### src/core/dbeu_pkg.sv
// Constants, register decode and encodings of the debug exception unit.
// Assumes the core presents coprocessor accesses already privilege-checked.
package dbeu_pkg;
  // Coprocessor register selection
  localparam logic [3:0] CRN_BP = 4'he;
  localparam logic [3:0] CRN_DEBUG_CTRL_STATUS_REG = 4'ha;
  localparam logic [3:0] CRM_IB0 = 4'h8;
  localparam logic [3:0] CRM_IB1 = 4'h9;
  localparam logic [3:0] CRM_DATA_BREAKPOINT_FIRST = 4'h0;
  localparam logic [3:0] CRM_DATA_BREAKPOINT_SECOND = 4'h3;
  localparam logic [3:0] CRM_DATA_BREAKPOINT_CONTROL = 4'h4;

  typedef enum logic [2:0] {
    RI_NONE, RI_DEBUG_CTRL_STATUS_REG, RI_IB0, RI_IB1, RI_DATA_BREAKPOINT_FIRST, RI_DATA_BREAKPOINT_SECOND, RI_DATA_BREAKPOINT_CONTROL
  } dbeu_reg_e;

  // Debug control/status field positions
  localparam int DEBUG_CTRL_STATUS_REG_GE = 31;
  localparam int DEBUG_CTRL_STATUS_REG_H = 30;
  localparam int DEBUG_CTRL_STATUS_REG_TF = 23;
  localparam int DEBUG_CTRL_STATUS_REG_TI = 22;
  localparam int DEBUG_CTRL_STATUS_REG_TD = 20;
  localparam int DEBUG_CTRL_STATUS_REG_SA = 5;
  localparam int DEBUG_CTRL_STATUS_REG_MOE = 4;
  localparam int DEBUG_CTRL_STATUS_REG_TBM = 1;
  localparam int DEBUG_CTRL_STATUS_REG_TBE = 0;
  localparam logic [31:0] DEBUG_CTRL_STATUS_REG_RST = 32'h00000000;
  localparam logic DEBUG_CTRL_STATUS_REG_TRST_H = 1'b0;
  localparam logic [6:0] DEBUG_CTRL_STATUS_REG_TRST_TRAPS = 7'h00;

  // Data breakpoint control positions and enable codes
  localparam int DATA_BREAKPOINT_CONTROL_MODE = 8;
  localparam int DATA_BREAKPOINT_CONTROL_E1 = 3;
  localparam int DATA_BREAKPOINT_CONTROL_E0 = 1;
  localparam logic [8:0] DATA_BREAKPOINT_CONTROL_RST = 9'h000;
  localparam logic [1:0] DBE_OFF = 2'h0;
  localparam logic [1:0] DBE_STORE = 2'h1;
  localparam logic [1:0] DBE_ANY = 2'h2;
  localparam logic [1:0] DBE_LOAD = 2'h3;
  localparam int IB_EN = 0;

  // Entry cause codes
  localparam logic [2:0] MOE_IBP = 3'h1;
  localparam logic [2:0] MOE_DBP = 3'h2;
  localparam logic [2:0] MOE_BKPT = 3'h3;
  localparam logic [2:0] MOE_EXT = 3'h4;
  localparam logic [2:0] MOE_VTRAP = 3'h5;
  localparam logic [2:0] MOE_TBF = 3'h6;

  // Status word
  localparam logic [4:0] MODE_DEBUG = 5'h15;
  localparam logic [4:0] MODE_ABORT = 5'h17;
  localparam int PSR_F = 6;

  // Vectors and link offset
  localparam logic [31:0] VEC_LOW = 32'h00000000;
  localparam logic [31:0] VEC_RELOC = 32'hffff0000;
  localparam logic [31:0] VEC_PABT = 32'h0000000c;
  localparam logic [31:0] VEC_DABT = 32'h00000010;
  localparam logic [31:0] LR_OFS = 32'h00000004;
  // Trap bit i guards the vector at this offset: reset, undef, swi, pabt, dabt, irq, fiq
  localparam logic [31:0] VTRAP_OFS [0:6] = '{32'h00, 32'h04, 32'h08, 32'h0c,
                                             32'h10, 32'h18, 32'h1c};

  // Event priorities, 1 is highest (1 is the core reset itself)
  localparam logic [3:0] PRIO_NONE = 4'h0;
  localparam logic [3:0] PRIO_VTRAP = 4'h2;
  localparam logic [3:0] PRIO_DABT_P = 4'h3;
  localparam logic [3:0] PRIO_DBP = 4'h4;
  localparam logic [3:0] PRIO_DABT_I = 4'h5;
  localparam logic [3:0] PRIO_BREAK = 4'h6;
  localparam logic [3:0] PRIO_FIQ = 4'h7;
  localparam logic [3:0] PRIO_IRQ = 4'h8;
  localparam logic [3:0] PRIO_IBP = 4'h9;
  localparam logic [3:0] PRIO_PABT = 4'ha;
  localparam logic [3:0] PRIO_SWI = 4'hb;
endpackage

### src/core/dbeu_dbp_match.sv
// Data breakpoint comparators, first register plus second as mask or breakpoint.
// Assumes issue is a one-cycle pulse per issued data access on the core clock.
`timescale 1ns/10ps
module dbeu_dbp_match
  import dbeu_pkg::*;
#(
  parameter int AW = 32
) (
  input wire logic clk,
  input wire logic resetn,
  input wire logic issue,
  input wire logic [AW-1:0] addr,
  input wire logic store,
  input wire logic [AW-1:0] first,
  input wire logic [AW-1:0] second,
  input wire logic mask_mode,
  input wire logic [1:0] en_first,
  input wire logic [1:0] en_second,
  output logic hit
);
  typedef struct packed {
    logic hit;
  } dbeu_dbp_s;

  dbeu_dbp_s st;
  dbeu_dbp_s next_st;

  function automatic logic type_ok(input logic [1:0] en, input logic is_store);
    case (en)
      DBE_STORE: type_ok = is_store;
      DBE_ANY: type_ok = 1'b1;
      DBE_LOAD: type_ok = ~is_store;
      default: type_ok = 1'b0;
    endcase
  endfunction

  logic [AW-1:0] align;
  logic [AW-1:0] care;
  logic h0;
  logic h1;

  always_comb begin
    // Any byte of the access counts, so compare the word address only
    align = {{(AW-2){1'b1}}, 2'h0};
    care = mask_mode ? (align & ~second) : align;
    h0 = type_ok(en_first, store) & (((addr ^ first) & care) == '0);
    h1 = ~mask_mode & type_ok(en_second, store) & (((addr ^ second) & align) == '0);
    next_st.hit = resetn & issue & (h0 | h1);
  end

  always_ff @(posedge clk) begin
    st <= next_st;
  end

  assign hit = st.hit;
endmodule

### src/core/dbeu_top.sv
// Debug exception arbitration, halt and monitor entry, breakpoint registers.
// Assumes event inputs are one-cycle pulses from the core; TRST_N is asynchronous.
`timescale 1ns/10ps
module dbeu_top
  import dbeu_pkg::*;
(
  input wire logic CORE_CLK,
  input wire logic RESETN,
  input wire logic TRST_N,
  input wire logic CP_WR,
  input wire logic CP_RD,
  input wire logic CP_SEL14,
  input wire logic [3:0] CP_CRN,
  input wire logic [3:0] CP_CRM,
  input wire logic [31:0] CP_WDATA,
  output logic [31:0] CP_RDATA,
  input wire logic JTAG_DEBUG_CTRL_STATUS_REG_WR,
  input wire logic [31:0] JTAG_DEBUG_CTRL_STATUS_REG_WDATA,
  output logic [31:0] JTAG_DEBUG_CTRL_STATUS_REG_RDATA,
  input wire logic [31:0] CURRENT_STATUS_WORD_IN,
  input wire logic CURRENT_STATUS_WORD_RESTORE,
  input wire logic VEC_HIGH,
  input wire logic HALF_ISA,
  input wire logic [31:0] NEXT_PC,
  input wire logic [31:0] FAULT_PC,
  input wire logic IF_VALID,
  input wire logic [31:0] IF_ADDR,
  input wire logic DA_ISSUE,
  input wire logic [31:0] DA_ADDR,
  input wire logic DA_STORE,
  input wire logic EV_DABT_PRECISE,
  input wire logic EV_DABT_IMPRECISE,
  input wire logic EV_EXT_BREAK,
  input wire logic EV_TRACE_FULL,
  input wire logic EV_FIQ,
  input wire logic EV_IRQ,
  input wire logic EV_PABT,
  input wire logic EV_UNDEF_SWI,
  input wire logic EV_BKPT,
  output logic EXC_TAKE,
  output logic [3:0] EXC_PRIO,
  output logic DBG_ENTRY,
  output logic [31:0] DBG_VECTOR,
  output logic [31:0] DBG_LR,
  output logic [31:0] DBG_CURRENT_STATUS_WORD,
  output logic [31:0] DBG_SAVED_STATUS_WORD,
  output logic FSR_DBG_SET,
  output logic FAULT_UPDATE,
  output logic TRACE_ENABLE,
  output logic SPECIAL_DEBUG_STATE,
  output logic INSTR_MMU_BYPASS,
  output logic PID_REMAP_BYPASS
);
  typedef struct packed {
    logic [2:0] trst_sync;
    logic trst_lvl;
    logic ge;
    logic halt;
    logic [6:0] traps;
    logic sa;
    logic [2:0] moe;
    logic tbm;
    logic tbe;
    logic [31:0] ib0;
    logic [31:0] ib1;
    logic [31:0] data_breakpoint_first;
    logic [31:0] data_breakpoint_second;
    logic [8:0] data_breakpoint_control;
    logic special_debug_state;
    logic pend_ext;
    logic pend_tf;
    logic [31:0] cp_rdata;
    logic [31:0] j_rdata;
    logic exc_take;
    logic [3:0] exc_prio;
    logic dbg_entry;
    logic [31:0] vec;
    logic [31:0] lr;
    logic [31:0] current_status_word;
    logic [31:0] saved_status_word;
    logic fsr9;
    logic fault_upd;
    logic trace_en;
  } dbeu_state_s;

  dbeu_state_s st;
  dbeu_state_s next_st;
  logic dbp_hit;

  function automatic dbeu_reg_e reg_index(input logic sel14, input logic [3:0] crn,
                                          input logic [3:0] crm);
    reg_index = RI_NONE;
    if (sel14 && crn == CRN_DEBUG_CTRL_STATUS_REG) begin
      reg_index = RI_DEBUG_CTRL_STATUS_REG;
    end else if (!sel14 && crn == CRN_BP && crm == CRM_IB0) begin
      reg_index = RI_IB0;
    end else if (!sel14 && crn == CRN_BP && crm == CRM_IB1) begin
      reg_index = RI_IB1;
    end else if (!sel14 && crn == CRN_BP && crm == CRM_DATA_BREAKPOINT_FIRST) begin
      reg_index = RI_DATA_BREAKPOINT_FIRST;
    end else if (!sel14 && crn == CRN_BP && crm == CRM_DATA_BREAKPOINT_SECOND) begin
      reg_index = RI_DATA_BREAKPOINT_SECOND;
    end else if (!sel14 && crn == CRN_BP && crm == CRM_DATA_BREAKPOINT_CONTROL) begin
      reg_index = RI_DATA_BREAKPOINT_CONTROL;
    end
  endfunction

  function automatic logic [31:0] debug_ctrl_status_reg_word(input dbeu_state_s s);
    debug_ctrl_status_reg_word = {s.ge, s.halt, 6'h00, s.traps[6:5], 1'b0, s.traps[4:0], 10'h000,
                 s.sa, s.moe, s.tbm, s.tbe};
  endfunction

  // Raw register compare, bit 1 ignored for full-word code
  function automatic logic ib_hit(input logic [31:0] r, input logic [31:0] a,
                                  input logic half);
    ib_hit = r[IB_EN] && r[31:2] == a[31:2] && (!half || r[1] == a[1]);
  endfunction

  function automatic logic vtrap_hit(input logic [6:0] t, input logic [31:0] a,
                                     input logic [31:0] base);
    vtrap_hit = 1'b0;
    for (int i = 0; i < 7; i++) begin
      if (t[i] && a == base + VTRAP_OFS[i]) begin
        vtrap_hit = 1'b1;
      end
    end
  endfunction

  function automatic logic [3:0] first_prio(input logic [11:2] r);
    first_prio = PRIO_NONE;
    for (int i = 11; i >= 2; i--) begin
      if (r[i]) begin
        first_prio = 4'(i);
      end
    end
  endfunction

  dbeu_dbp_match #(
    .AW(32)
  ) u_dbp (
    .clk(CORE_CLK),
    .resetn(RESETN),
    .issue(DA_ISSUE),
    .addr(DA_ADDR),
    .store(DA_STORE),
    .first(st.data_breakpoint_first),
    .second(st.data_breakpoint_second),
    .mask_mode(st.data_breakpoint_control[DATA_BREAKPOINT_CONTROL_MODE]),
    .en_first(st.data_breakpoint_control[DATA_BREAKPOINT_CONTROL_E0 -: 2]),
    .en_second(st.data_breakpoint_control[DATA_BREAKPOINT_CONTROL_E1 -: 2]),
    .hit(dbp_hit)
  );

  dbeu_reg_e ri;
  logic sw_ok;
  logic mode_abt;
  logic dbg_ok;
  logic [31:0] base;
  logic [6:0] tmask;
  logic vt;
  logic ext_in;
  logic tf_in;
  logic ext;
  logic tf;
  logic ibp;
  logic bkd;
  logic [11:2] req;
  logic [3:0] prio;
  logic dbgev;
  logic dcls;

  always_comb begin
    next_st = st;
    // Third flop joins the compare so a glitch never counts
    next_st.trst_sync = {st.trst_sync[1:0], TRST_N};
    if (st.trst_sync[1] == st.trst_sync[2]) begin
      next_st.trst_lvl = st.trst_sync[1];
    end
    next_st.exc_take = 1'b0;
    next_st.dbg_entry = 1'b0;
    next_st.fsr9 = 1'b0;

    ri = reg_index(CP_SEL14, CP_CRN, CP_CRM);
    sw_ok = CP_WR && (!st.halt || st.special_debug_state);
    if (sw_ok) begin
      if (ri == RI_DEBUG_CTRL_STATUS_REG) begin
        next_st.ge = CP_WDATA[DEBUG_CTRL_STATUS_REG_GE];
        next_st.sa = CP_WDATA[DEBUG_CTRL_STATUS_REG_SA];
        next_st.moe = CP_WDATA[DEBUG_CTRL_STATUS_REG_MOE -: 3];
        next_st.tbm = CP_WDATA[DEBUG_CTRL_STATUS_REG_TBM];
        next_st.tbe = CP_WDATA[DEBUG_CTRL_STATUS_REG_TBE];
      end else if (ri == RI_IB0) begin
        next_st.ib0 = CP_WDATA;
      end else if (ri == RI_IB1) begin
        next_st.ib1 = CP_WDATA;
      end else if (ri == RI_DATA_BREAKPOINT_FIRST) begin
        next_st.data_breakpoint_first = CP_WDATA;
      end else if (ri == RI_DATA_BREAKPOINT_SECOND) begin
        next_st.data_breakpoint_second = CP_WDATA;
      end else if (ri == RI_DATA_BREAKPOINT_CONTROL) begin
        next_st.data_breakpoint_control = {CP_WDATA[DATA_BREAKPOINT_CONTROL_MODE], 4'h0, CP_WDATA[DATA_BREAKPOINT_CONTROL_E1:0]};
      end
    end
    if (JTAG_DEBUG_CTRL_STATUS_REG_WR) begin
      next_st.halt = JTAG_DEBUG_CTRL_STATUS_REG_WDATA[DEBUG_CTRL_STATUS_REG_H];
      next_st.traps = {JTAG_DEBUG_CTRL_STATUS_REG_WDATA[DEBUG_CTRL_STATUS_REG_TF], JTAG_DEBUG_CTRL_STATUS_REG_WDATA[DEBUG_CTRL_STATUS_REG_TI],
                       JTAG_DEBUG_CTRL_STATUS_REG_WDATA[DEBUG_CTRL_STATUS_REG_TD -: 5]};
    end
    if (CP_RD) begin
      case (ri)
        RI_DEBUG_CTRL_STATUS_REG: next_st.cp_rdata = debug_ctrl_status_reg_word(st);
        RI_IB0: next_st.cp_rdata = st.ib0;
        RI_IB1: next_st.cp_rdata = st.ib1;
        RI_DATA_BREAKPOINT_FIRST: next_st.cp_rdata = st.data_breakpoint_first;
        RI_DATA_BREAKPOINT_SECOND: next_st.cp_rdata = st.data_breakpoint_second;
        RI_DATA_BREAKPOINT_CONTROL: next_st.cp_rdata = {23'h000000, st.data_breakpoint_control};
        default: next_st.cp_rdata = 32'h00000000;
      endcase
    end
    next_st.j_rdata = debug_ctrl_status_reg_word(st);

    mode_abt = CURRENT_STATUS_WORD_IN[4:0] == MODE_ABORT;
    dbg_ok = st.ge && !st.special_debug_state;
    base = VEC_HIGH ? VEC_RELOC : VEC_LOW;
    // Reset vector trap works even with debug globally off
    tmask = st.ge ? st.traps : {6'h00, st.traps[0]};
    vt = st.halt && !st.special_debug_state && IF_VALID && vtrap_hit(tmask, IF_ADDR, base);
    ext_in = st.ge && (EV_EXT_BREAK || st.pend_ext);
    tf_in = st.ge && (EV_TRACE_FULL || st.pend_tf);
    ext = ext_in && !mode_abt && !st.special_debug_state;
    tf = tf_in && !mode_abt && !st.special_debug_state;
    ibp = dbg_ok && IF_VALID && (ib_hit(st.ib0, IF_ADDR, HALF_ISA) ||
                                 ib_hit(st.ib1, IF_ADDR, HALF_ISA));
    bkd = dbg_ok && EV_BKPT;

    req = '0;
    req[PRIO_VTRAP] = vt;
    req[PRIO_DABT_P] = EV_DABT_PRECISE && !st.special_debug_state;
    req[PRIO_DBP] = dbp_hit && dbg_ok;
    req[PRIO_DABT_I] = EV_DABT_IMPRECISE && !st.special_debug_state;
    req[PRIO_BREAK] = ext || tf;
    req[PRIO_FIQ] = EV_FIQ && !st.special_debug_state && !CURRENT_STATUS_WORD_IN[PSR_F];
    req[PRIO_IRQ] = EV_IRQ && !st.special_debug_state && !CURRENT_STATUS_WORD_IN[PSR_F+1];
    req[PRIO_IBP] = ibp;
    req[PRIO_PABT] = EV_PABT && !st.special_debug_state;
    req[PRIO_SWI] = EV_UNDEF_SWI || bkd;
    prio = first_prio(req);
    dbgev = prio == PRIO_VTRAP || prio == PRIO_DBP || prio == PRIO_BREAK ||
            prio == PRIO_IBP || (prio == PRIO_SWI && bkd && !EV_UNDEF_SWI);
    // Data-class events report the next instruction, the rest the faulting one
    dcls = prio == PRIO_DBP || prio == PRIO_BREAK;

    next_st.pend_ext = ext_in;
    next_st.pend_tf = tf_in;
    if (prio != PRIO_NONE) begin
      next_st.exc_take = 1'b1;
      next_st.exc_prio = prio;
    end
    if (CURRENT_STATUS_WORD_RESTORE) begin
      next_st.special_debug_state = 1'b0;
    end
    if (dbgev) begin
      next_st.dbg_entry = 1'b1;
      next_st.tbe = 1'b0;
      next_st.pend_ext = 1'b0;
      next_st.pend_tf = 1'b0;
      case (prio)
        PRIO_VTRAP: next_st.moe = MOE_VTRAP;
        PRIO_DBP: next_st.moe = MOE_DBP;
        PRIO_BREAK: next_st.moe = ext ? MOE_EXT : MOE_TBF;
        PRIO_IBP: next_st.moe = MOE_IBP;
        default: next_st.moe = MOE_BKPT;
      endcase
      next_st.saved_status_word = CURRENT_STATUS_WORD_IN;
      next_st.lr = (dcls ? NEXT_PC : FAULT_PC) + LR_OFS;
      if (st.halt) begin
        next_st.vec = base;
        next_st.current_status_word = {CURRENT_STATUS_WORD_IN[31:8], 2'h3, 1'b0, MODE_DEBUG};
        next_st.special_debug_state = 1'b1;
      end else begin
        next_st.vec = dcls ? VEC_DABT : VEC_PABT;
        next_st.current_status_word = {CURRENT_STATUS_WORD_IN[31:8], 1'b1, CURRENT_STATUS_WORD_IN[PSR_F], 1'b0, MODE_ABORT};
        next_st.fsr9 = 1'b1;
      end
    end
    // Set wins over a software clear in the same cycle
    if (st.special_debug_state && (EV_DABT_PRECISE || EV_DABT_IMPRECISE)) begin
      next_st.sa = 1'b1;
    end
    next_st.fault_upd = EV_DABT_PRECISE || EV_DABT_IMPRECISE;
    next_st.trace_en = next_st.tbe && next_st.ge;

    // Core reset leaves the halt and trap bits alone
    if (!RESETN) begin
      next_st.ge = DEBUG_CTRL_STATUS_REG_RST[DEBUG_CTRL_STATUS_REG_GE];
      next_st.sa = DEBUG_CTRL_STATUS_REG_RST[DEBUG_CTRL_STATUS_REG_SA];
      next_st.moe = DEBUG_CTRL_STATUS_REG_RST[DEBUG_CTRL_STATUS_REG_MOE -: 3];
      next_st.tbm = DEBUG_CTRL_STATUS_REG_RST[DEBUG_CTRL_STATUS_REG_TBM];
      next_st.tbe = DEBUG_CTRL_STATUS_REG_RST[DEBUG_CTRL_STATUS_REG_TBE];
      next_st.ib0[IB_EN] = 1'b0;
      next_st.ib1[IB_EN] = 1'b0;
      next_st.data_breakpoint_control = DATA_BREAKPOINT_CONTROL_RST;
      next_st.special_debug_state = 1'b0;
      next_st.pend_ext = 1'b0;
      next_st.pend_tf = 1'b0;
      next_st.cp_rdata = 32'h00000000;
      next_st.j_rdata = 32'h00000000;
      next_st.exc_take = 1'b0;
      next_st.exc_prio = PRIO_NONE;
      next_st.dbg_entry = 1'b0;
      next_st.vec = 32'h00000000;
      next_st.lr = 32'h00000000;
      next_st.current_status_word = 32'h00000000;
      next_st.saved_status_word = 32'h00000000;
      next_st.fsr9 = 1'b0;
      next_st.fault_upd = 1'b0;
      next_st.trace_en = 1'b0;
    end
    if (!st.trst_lvl) begin
      next_st.halt = DEBUG_CTRL_STATUS_REG_TRST_H;
      next_st.traps = DEBUG_CTRL_STATUS_REG_TRST_TRAPS;
    end
  end

  always_ff @(posedge CORE_CLK) begin
    st <= next_st;
  end

  assign CP_RDATA = st.cp_rdata;
  assign JTAG_DEBUG_CTRL_STATUS_REG_RDATA = st.j_rdata;
  assign EXC_TAKE = st.exc_take;
  assign EXC_PRIO = st.exc_prio;
  assign DBG_ENTRY = st.dbg_entry;
  assign DBG_VECTOR = st.vec;
  assign DBG_LR = st.lr;
  assign DBG_CURRENT_STATUS_WORD = st.current_status_word;
  assign DBG_SAVED_STATUS_WORD = st.saved_status_word;
  assign FSR_DBG_SET = st.fsr9;
  assign FAULT_UPDATE = st.fault_upd;
  assign TRACE_ENABLE = st.trace_en;
  assign SPECIAL_DEBUG_STATE = st.special_debug_state;
  assign INSTR_MMU_BYPASS = st.special_debug_state;
  assign PID_REMAP_BYPASS = st.special_debug_state;
endmodule

### config.mk
export PLATFORM = sky130hd
export DESIGN_NAME = dbeu_top
export DESIGN_NICKNAME = d
export VERILOG_FILES = /design/src/core/dbeu_pkg.sv /design/src/core/dbeu_dbp_match.sv /design/src/core/dbeu_top.sv
export SDC_FILE = /design/constraint.sdc
export NUM_CORES = 1
export LEC_CHECK = 0
export BUFFER_PORTS_ARGS = -buffer_cell sky130_fd_sc_hd__buf_2
export CORE_AREA = 2 2 178 180
export DETAILED_ROUTE_END_ITERATION = 10
export DIE_AREA = 0 0 180 182
export PLACE_DENSITY = 0.73
export SLEW_MARGIN = 5
export SYNTH_ARGS = -nofsm -noshare
export SYNTH_HDL_FRONTEND = slang
export SYNTH_SLANG_ARGS = --single-unit
### constraint.sdc
create_clock -name CORE_CLK -period 6.9 [get_ports CORE_CLK]
set_clock_uncertainty 0.1 [all_clocks]
set_input_delay 1.38 -clock CORE_CLK [delete_from_list [all_inputs] [get_ports CORE_CLK]]
set_output_delay 1.38 -clock CORE_CLK [all_outputs]
set_load 0.01 [all_outputs]
==> results of run 1 <==
area by class of cell:
cell class / count / area [sq um] / area share, %
flip-flops and latches: 282 / 6920 / 41.1
multi-input cells: 995 / 6210 / 36.9
repair buffers: 418 / 2150 / 12.8
clock buffers: 40 / 860 / 5.11
well taps: 402 / 503 / 2.99
clock inverters: 16 / 136 / 0.811
inverters: 8 / 30.0 / 0.179
diodes: 2 / 5.00 / 0.0298
state kept, by name (all words and copies together) (netlist names):
name                              flops
DBG_SAVED_STATUS_WORD                31
DBG_CURRENT_STATUS_WORD               4
next_st                               2
EXC_PRIO                              4
INSTR_MMU_BYPASS                      1
EXC_TAKE                              1
st                                  152
DBG_VECTOR                            3
DBG_ENTRY                             1
FAULT_UPDATE                          1
u_dbp.hit                             1
JTAG_DEBUG_CTRL_STATUS_REG_RDATA     15
DBG_LR                               32
FSR_DBG_SET                           1
TRACE_ENABLE                          1
CP_RDATA                             32
per-layer routing:
| layer | share of wire, % | GRT usage (%) | vias to the layer above |
|---|---|---|---|
| met4 | 4.0 | 11.1 | 8 |
| met2 | 50 | 49.4 | 676 |
| li1 | - | - | 5653 |
| met3 | 8.7 | 4.55 | 104 |
| met1 | 37 | 33.1 | 5833 |
| met5 | 0.12 | 0 | - |
stage by stage:
stage	total power, mW	hold slack (ns)	instances	worst slack, ns	utilization [%]
2_1_floorplan	2.06	0.210	1557	1.33	-
3_3_place_gp	2.19	0.212	2105	1.17	51.0
3_5_place_dp	2.20	0.221	2105	1.10	51.0
4_1_cts	3.80	0.236	2161	1.69	54.2
5_1_grt	3.91	0.240	2163	1.41	54.3
6_report	3.78	0.234	2163	1.61	54.3
how the worst max path moves through the flow:
stage | slack [ns] | startpoint | endpoint | cells after the start
after CTS | 1.69 | IF_ADDR[10] | DBG_LR[30] | 19
after global placement | 1.17 | IF_ADDR[10] | DBG_LR[30] | 19
after floorplan | 1.33 | CP_CRN[0] | st[277] | 8
after detailed placement | 1.10 | IF_ADDR[10] | DBG_LR[30] | 19
final | 1.61 | IF_ADDR[10] | DBG_LR[20] | 18
after global routing | 1.41 | IF_ADDR[10] | DBG_LR[30] | 19
report_power, final:
group	switching (mW)	internal, mW
registers	0.0228	1.78
clock network	0.662	0.946
logic	0.227	0.141
critical path, delay by kind of cell:
| family | cells | cell delay [ns] |
|---|---|---|
| simple gates | 10 | 2.85 |
| buf+inv | 3 | 0.50 |
| mux | 2 | 0.40 |
| fa+ha+maj | 1 | 0.30 |
| xor+xnor | 1 | 0.15 |
| compound gates | 1 | 0.12 |
logic make-up (layout without fill, tap and decap cells):
| family | Yosys count | in the layout | synth area share, % |
|---|---|---|---|
| and+or+nand+nor | 471 | 471 | 15.6 |
| buffers and inverters | 280 | 482 | 12.6 |
| adders and majority gates | 1 | 1 | 0.0843 |
| muxes | 30 | 30 | 2.05 |
| xor gates and xnor gates | 180 | 180 | 10.6 |
| DFF | 282 | 282 | 46.6 |
| AOI/OAI and AO/OA | 281 | 281 | 12.5 |
| other | 1 | 34 | 0.0253 |
Yosys cell counts, drive strengths merged (18+ instances only):
cell | number | area (sq um)
nor4 | 25 | 163
a21oi | 76 | 380
o21ai | 87 | 435
nor2 | 76 | 285
mux2i | 27 | 270
nand3 | 71 | 355
nand4 | 34 | 213
edfxtp | 127 | 3810
xnor2 | 100 | 876
xor2 | 80 | 701
nand2 | 163 | 614
and2 | 22 | 138
nor3 | 19 | 95.1
a22oi | 18 | 135
buf | 219 | 1630
dfxtp | 155 | 3100
o2111ai | 21 | 184
nor2b | 18 | 113
clkbuf | 53 | 203
==> flow_summary_export.csv, run 1 <==
group,metric,value,unit
synth,ys_types,68,
setup_path,r2r_start,"st[354]",
layout,layout_commonest_cell,"buf_2",
cts,cts.sinks,282,
global_routing,grt_max_degree,90,
synth,postSynthAreaPerCell,9.73,sq um
cts,clk_latency,0.57,ns
drt,wl_per_cell,21.8,um
setup_path,reg2reg_slack,2.05,ns
drt,drc_errors,0,
worst_hold_path,min_from,"next_st[358]",
cts,cts_buffers,30,
setup_path,path_cells,"buf_2 -> or4_1 -> nor4_1 -> nand4_1 -> or4_1 -> buf_4 -> and2_2 -> mux2_2 -> ha_1 -> nand4_1 -> nor3_1 -> buf_4 -> and3_1 -> nand3_1 -> xor2_1 -> mux2i_1 -> nand3_1 -> o21ai_1",
floorplanning,core-area,31000,sq um
setup_path,worst-path-max-fanout,9,
drt,ant_nets,0,
layout,drive_above_1_share,27.7,%
setup_path,required,7.28,ns
sta,fmax,189,MHz
synth,yosysSeqAreaShare,46.6,%
floorplanning,die_w,180,um
sta,finalHoldViolations,0,
layout,nets,1990,
floorplanning,num_io_pins,458,
cts,ctsResizeCount,0,
drt,dr_total_vias,12300,
cts,path_clk_slew,0.06,ns
sta,finalCriticalPeriod,5.29,ns
synth,yosys_register_bits,282,
synth,synth_warnings,0,
synth,syn_inst,1526,
setup_path,crit_type,"input pin to flop",
setup_path,r2r-end,"DBG_LR[20]",
layout,area_delta_synth_final,13.3,%
global_routing,grt_pass1_vias,11600,
power_and_ir_drop,power_leakage,6.63,nW
setup_path,crit_path_start_kind,"input pin",
cts,htreeDepth,1,
drt,drtPass1Iterations,7,
flow_run,maxCapViolCount,0,
cts,cts_root_buffer,"clkbuf_16",
power_and_ir_drop,powerDensity,225,nW/um^2
power_and_ir_drop,ir_drop,0.205,mV
placed_design,io_buffers,399,
synth,synth_edf_count,127,
cts,post_cts_buffers,0,
sta,fin_crit_sh,76.7,%
worst_hold_path,hold_class,"flop to flop",
cts,hold_buffers,0,
floorplanning,fp-row-count,65,
floorplanning,die_area,32800,sq um
layout,final_area,16800,sq um
worst_hold_path,whs_path_depth,0,
setup_path,critPathMaxStageDelay,0.53,ns
global_routing,grt_pass1_wl,69500,um
synth,synthesis.area,14800,sq um
sta,setup_tns,0,ns
setup_path,end_kind,"flop",
sta,worst_pin_slew,1.05,ns
sta,timing.final.max_slew_violations,0,
drt,drt-total-wl,47200,um
sta,rsz0062_at_grt,"false",
floorplanning,die-height,182,um
placed_design,dp_hpwl,35700,um
cts,cts_tree,"built",
global_routing,grt-ovfl-total,0,
setup_path,critical-path-slowest-cell,"or4_1",
synth,synth-main-ff-cell,"dfxtp_1",
placed_design,placed_area,15800,sq um
sta,finalSetupViolCount,0,
layout,final_cell_mix,"buf_2, nand2_1, dfxtp_1",
floorplanning,initial_core_util,47.9,%
sta,slew_headroom,29.7,%
run_status,outcome,"finished clean",
cts,clockBufferDepth,3,
global_routing,track_usage,27.6,%
drt,vias_per_cell,5.67,
drt,drtIter0Drc,1101,
placed_design,finalWeightedCongestion,0.995,
synth,async_flop_share,0,%
setup_path,worst_ep_arrival_time,5.67,ns
global_routing,antenna_found_initial,6,
setup_path,reg2reg_depth,17,
layout,fillers,2831,
worst_hold_path,min_to,"next_st[359]",
No activity file was read; power rests on OpenSTA's default activity.
==> inputs of run 2 (changes only) <==
- ABC_AREA: unset -> 1
- CORE_AREA: 2 2 178 180 -> unset
- CORE_ASPECT_RATIO: unset -> 0.8
- CORE_UTILIZATION: unset -> 47
- DIE_AREA: 0 0 180 182 -> unset
- PLACE_DENSITY: 0.73 -> 0.74
- clock period: 6.9 -> 4.86 ns (I/O delays scaled with it)
==> run 2 against run 1 <==
Sequential power rose by 43%. Total power is 48% higher. Global-route usage is 2.6 points higher. Count of clock-buffer cells in the layout shrank 5. Worst hold slack better by 0.052 ns. Die area is 0.88% lower.
==> flow_summary_export.csv, run 2 <==
group,metric,value,unit
power_and_ir_drop,power.share.sequential,46.1,%
global_routing,grt_pass1_vias,12500,
setup_path,required,5.22,ns
power_and_ir_drop,switching_share,25.1,%
setup_path,cp_common_cell,"nand2_1",
setup_path,reg2reg_slack,0.77,ns
floorplanning,core-area,30800,sq um
placed_design,io_buffers,399,
synth,synth.most_common_cell,"nand2_1",
layout,fillers,2868,
synth,synth_top_area_share,25.6,%
setup_path,crit_path_start_kind,"input pin",
power_and_ir_drop,ir_drop,0.203,mV
sta,setup_slack,0.751,ns
power_and_ir_drop,powerDensity,326,nW/um^2
synth,synth_commonest_cells,"nand2_1, buf_4, inv_1",
synth,ys_types,56,
sta,timing.final.max_slew_violations,0,
setup_path,worst_ep_arrival_time,4.47,ns
sta,fin_crit_sh,84.5,%
layout,largest_reg_flops,152,
cts,cts_root_buffer,"clkbuf_16",
sta,finalHoldViolations,0,
layout,layout_commonest_cell,"nand2_1",
sta,finalSetupViolCount,0,
cts,path_clk_slew,0.06,ns
placed_design,place.detailed.instances,2462,
synth,synth_area_leaders,"edfxtp_1, dfxtp_1, nand2_1",
drt,drtPass1Iterations,6,
setup_path,critical-path-slowest-cell,"buf_4",
power_and_ir_drop,p_comb_share,10.6,%
cts,clk_latency,0.56,ns
drt,drt-total-wl,50100,um
synth,synthesis.area,14900,sq um
layout,top_register,"st",
layout,multi_input_area,5740,sq um
global_routing,antenna_found_initial,9,
drt,vias_per_cell,5.32,
global_routing,grt-ovfl-total,0,
synth,synth-main-ff-cell,"dfxtp_1",
synth,async_flop_share,0,%
placed_design,dp_hpwl,38300,um
cts,cts_tree,"built",
floorplanning,die_area,32500,sq um
setup_path,worst-path-max-fanout,27,
floorplanning,initial_core_util,48.4,%
layout,nets,2335,
global_routing,grt_max_degree,68,
synth,syn_inst,1840,
sta,hold_ws,0.286,ns
power_and_ir_drop,power.internal,4.19,mW
layout,area_delta_synth_final,14.9,%
sta,slew_headroom,38.9,%
sta,worst_pin_slew,0.914,ns
power_and_ir_drop,p_clk_share,43.3,%
drt,drtIter0Drc,1344,
drt,ant_nets,0,
placed_design,dp_slack,0.348,ns
drt,drc_errors,0,
sta,rsz0062_at_grt,"false",
power_and_ir_drop,total_power,5.59,mW
sta,fmax,243,MHz
synth,yosysSeqAreaShare,46.3,%
cts,cts.sinks,282,
synth,synth_warnings,0,
floorplanning,die_w,201,um
flow_run,maxCapViolCount,0,
floorplanning,die-height,161,um
floorplanning,fp-row-count,57,
power_and_ir_drop,power_switching,1.40,mW
power_and_ir_drop,power_leakage,7.96,nW
synth,synth_largest_area_cell,"edfxtp_1",
layout,final_cell_mix,"nand2_1, buf_2, inv_1",
cts,hold_buffers,0,
layout,fin_cells,2520,
synth,yosys_register_bits,282,
layout,register_area,6920,sq um
setup_path,crit_type,"input pin to flop",
floorplanning,num_io_pins,458,
placed_design,placed_area,16100,sq um
placed_design,finalWeightedCongestion,0.982,
cts,cts_buffers,29,
global_routing,grt_pass1_wl,74600,um
setup_path,end_kind,"flop",
layout,drive_above_1_share,26.2,%
sta,finalCriticalPeriod,4.11,ns
setup_path,reg2reg_depth,27,
worst_hold_path,hold_class,"flop to flop",
synth,synth_edf_count,127,
global_routing,track_usage,30.3,%
worst_hold_path,whs_path_depth,0,
drt,wl_per_cell,19.9,um
setup_path,critPathMaxStageDelay,0.37,ns
cts,post_cts_buffers,0,
drt,dr_total_vias,13400,
cts,ctsResizeCount,0,
sta,setup_tns,0,ns
synth,postSynthAreaPerCell,8.11,sq um
layout,final_area,17100,sq um
layout,final_core_util,55.6,%
run_status,outcome,"finished clean",
cts,htreeDepth,1,
cts,clockBufferDepth,3,
## run 2: cell types whose count changed after synthesis, sizes merged, moves of 19 or more
cell	previous run	this run
nand2	163	523
inv	7	178
xnor2	100	18
nor2	76	151
xor2	80	29
a22o	2	33
o21ai	87	115
clkbuf	53	27
mux2i	27	2
o22ai	11	36
nand3	71	48
and2	22	0
nor4	25	6
## run 2: per-layer routing
metal | global-route usage, % | up-vias | wire [um]
met5 | 0 | - | 34
met4 | 7.47 | 6 | 1170
met3 | 6.07 | 81 | 5490
met2 | 45.5 | 756 | 21400
met1 | 44.4 | 6242 | 22100
li1 | - | 6312 | -
## run 2: final cells by class
class	instances	share of cell area, %
Inverter	185	4.05
Tap cell	413	3.01
Timing Repair Buffer	422	13.0
Sequential cell	282	40.4
Antenna cell	5	0.0730
Clock inverter	18	1.33
Multi-Input combinational cell	1160	33.5
Clock buffer	35	4.66
## run 2: worst paths after layout
path,from,endpoint
worst max register to register,st[309],DBG_LR[21]
worst min-delay path,next_st[359],st[359]
worst max-delay path,IF_ADDR[31],DBG_LR[21]
worst min register to register,next_st[359],st[359]
## run 2: worst max-delay path, delay by kind of cell
| family | cells | cell delay [ns] |
|---|---|---|
| AOI/OAI and AO/OA | 2 | 0.37 |
| and+or+nand+nor | 24 | 2.58 |
| buffers and inverters | 2 | 0.50 |
## run 2: power groups by stage
stage	combinational [mW]	clock, mW	sequential [mW]
floorplan	0.397	0	2.61
global placement	0.574	0	2.62
detailed placement	0.583	0	2.62
CTS	0.586	2.44	2.57
global route	0.647	2.53	2.58
finish	0.591	2.42	2.57
## run 2: kinds of logic after synthesis
family	after synthesis	synth area share [%]
AOI/OAI and AO/OA	305	12.6
muxes	2	0.134
and+or+nand+nor	773	21.8
other	1	0.0251
adders and majority gates	1	0.0838
DFF	282	46.3
buffers and inverters	429	16.2
xor gates and xnor gates	47	2.76
==> inputs of run 3 (changes only) <==
- CORE_UTILIZATION: 47 -> 52
- PLACE_DENSITY: 0.74 -> 0.78
- clock period: 4.86 -> 4 ns (I/O delays scaled with it)
==> run 3 against run 2 <==
Wire length down 2.3%. Register-to-register slack worse by 0.49 ns. First-iteration DRC count up 12%. Die area down 9.5%. Utilization up 6.6 points. Worst hold slack worse by 0.048 ns. Non-clock buffer count up 59. Count of clock-buffer cells in the layout up 1. Clock power up 20%. Flip-flop and latch count unchanged. Sequential share of layout area down 0.96 points. Critical path depth up 2. Critical endpoint is now DBG_LR[28]. Largest cell class unchanged.
==> flow_summary_export.csv, run 3 (synthesized netlist as in run 2, its figures left out) <==
group,metric,value,unit
run_status,outcome,"finished clean",
sta,setup_slack,0.280,ns
setup_path,cp_top_family,"simple AND/OR/NAND/NOR gates",
setup_path,critical-path-slowest-cell,"edfxtp_1",
drt,drc_errors,0,
drt,ant_nets,0,
global_routing,grt_pass1_wl,72500,um
power_and_ir_drop,total_power,6.81,mW
power_and_ir_drop,powerDensity,388,nW/um^2
placed_design,io_buffers,399,
cts,clk_latency,0.56,ns
drt,vias_per_cell,5.40,
setup_path,cp_common_cell,"nand2_1",
layout,final_core_util,62.2,%
layout,area_delta_synth_final,17.7,%
floorplanning,core-area,28200,sq um
worst_hold_path,min_to,"next_st[359]",
sta,worst_pin_slew,0.819,ns
setup_path,critPathMaxStageDelay,0.39,ns
worst_hold_path,whs_path_depth,0,
global_routing,track_usage,32.7,%
cts,htreeDepth,1,
sta,finalHoldViolations,0,
global_routing,grt_pass1_vias,12300,
sta,fmax,269,MHz
placed_design,placed_area,16500,sq um
layout,top_register,"st",
setup_path,crit_type,"flop to flop",
worst_hold_path,hold_class,"flop to flop",
global_routing,grt-ovfl-total,0,
sta,finalCriticalPeriod,3.72,ns
layout,layout_commonest_cell,"nand2_1",
cts,cts.sinks,282,
worst_hold_path,min_from,"next_st[358]",
layout,fillers,2461,
floorplanning,die-height,154,um
sta,timing.final.max_slew_violations,0,
power_and_ir_drop,power_leakage,8.24,nW
cts,path_clk_slew,0.07,ns
placed_design,dp_hpwl,37800,um
setup_path,worst_ep_arrival_time,4.08,ns
cts,cts_buffers,29,
layout,largest_reg_flops,152,
sta,slew_headroom,44.0,%
floorplanning,initial_core_util,52.9,%
floorplanning,fp-row-count,55,
setup_path,end_kind,"flop",
cts,cts_tree,"built",
setup_path,worst-path-max-fanout,25,
floorplanning,die_w,191,um
placed_design,dp_slack,-0.126,ns
drt,drtPass1Iterations,7,
setup_path,required,4.36,ns
layout,final_area,17600,sq um
setup_path,reg2reg_depth,30,
cts,cts_root_buffer,"clkbuf_16",
placed_design,finalWeightedCongestion,0.981,
layout,final_cell_mix,"nand2_1, buf_2, inv_1",
floorplanning,num_io_pins,458,
setup_path,r2r_start,"st[315]",
drt,drt-total-wl,49000,um
power_and_ir_drop,ir_drop,0.325,mV
setup_path,reg2reg_slack,0.28,ns
cts,clockBufferDepth,3,
setup_path,cp.buffers_inverters,4,
setup_path,r2r-end,"DBG_LR[28]",
sta,hold_ws,0.238,ns
global_routing,grt_max_degree,46,
sta,rsz0062_at_grt,"false",
layout,drive_above_1_share,28.2,%
drt,drtIter0Drc,1506,
setup_path,crit_path_start_kind,"flop",
floorplanning,die_area,29400,sq um
drt,wl_per_cell,19.3,um
layout,nets,2394,
layout,multi_input_area,5740,sq um
sta,fin_crit_sh,93.0,%
layout,register_area,6920,sq um
global_routing,antenna_found_initial,5,
flow_run,maxCapViolCount,0,
sta,finalSetupViolCount,0,
drt,dr_total_vias,13700,
cts,hold_buffers,0,
[run 3: changes by cell type in the layout (fill, tap and decap cells not counted), moves of 2 or more]
cell,change
buf_4,+57
clkbuf_8,-2
buf_12,+2
clkinv_4,+2
clkbuf_1,+2
diode_2,-2
inv_8,+3
clkinv_2,-4
clkinv_1,-2
[run 3: area by class of cell]
type | count | area share [%]
antenna | 3 | 0.0428
multi-input combinational | 1160 | 32.7
inverter | 185 | 3.95
sequential | 282 | 39.4
clock buffer | 36 | 4.58
clock inverter | 17 | 1.30
tap | 370 | 2.64
timing repair buffer | 481 | 15.4
[run 3: power by group]
group          internal (mW)  switching, mW
Combinational          0.304          0.473
Sequential              3.08         0.0453
Clock                   1.71           1.20
Total                   5.09           1.72
[run 3: per-stage QoR]
stage | TNS (ns) | cells
6_report | 0 | 2534
5_1_grt | 0 | 2533
4_1_cts | 0 | 2531
3_5_place_dp | -1.21 | 2478
3_3_place_gp | -0.0102 | 2478
2_1_floorplan | 0 | 1871
[run 3: what timing repair did]
action / CTS / global route
buffers inserted: 0 / 0
gates resized for setup: 0 / 1
endpoints found under the setup margin: 0 / 3
[run 3: metal layers]
layer / routed length [um] / global-route usage, % / up-vias
met4: 1130 / 7.71 / 2
met5: 8 / 0 / -
met1: 21000 / 48.8 / 6379
met3: 5780 / 6.73 / 81
li1: - / - / 6434
met2: 21000 / 48.3 / 796
[run 3: worst max-delay path by stage]
stage,from,end,slack (ns),cells past startpoint
3_3_place_gp,IF_ADDR[6],DBG_LR[31],-0.005,31
6_report,st[315],DBG_LR[28],0.28,30
5_1_grt,st[303],DBG_LR[24],0.01,28
3_5_place_dp,IF_ADDR[6],DBG_LR[22],-0.13,29
2_1_floorplan,CP_CRN[1],st[245],0.09,9
4_1_cts,st[354],DBG_LR[28],0.36,25
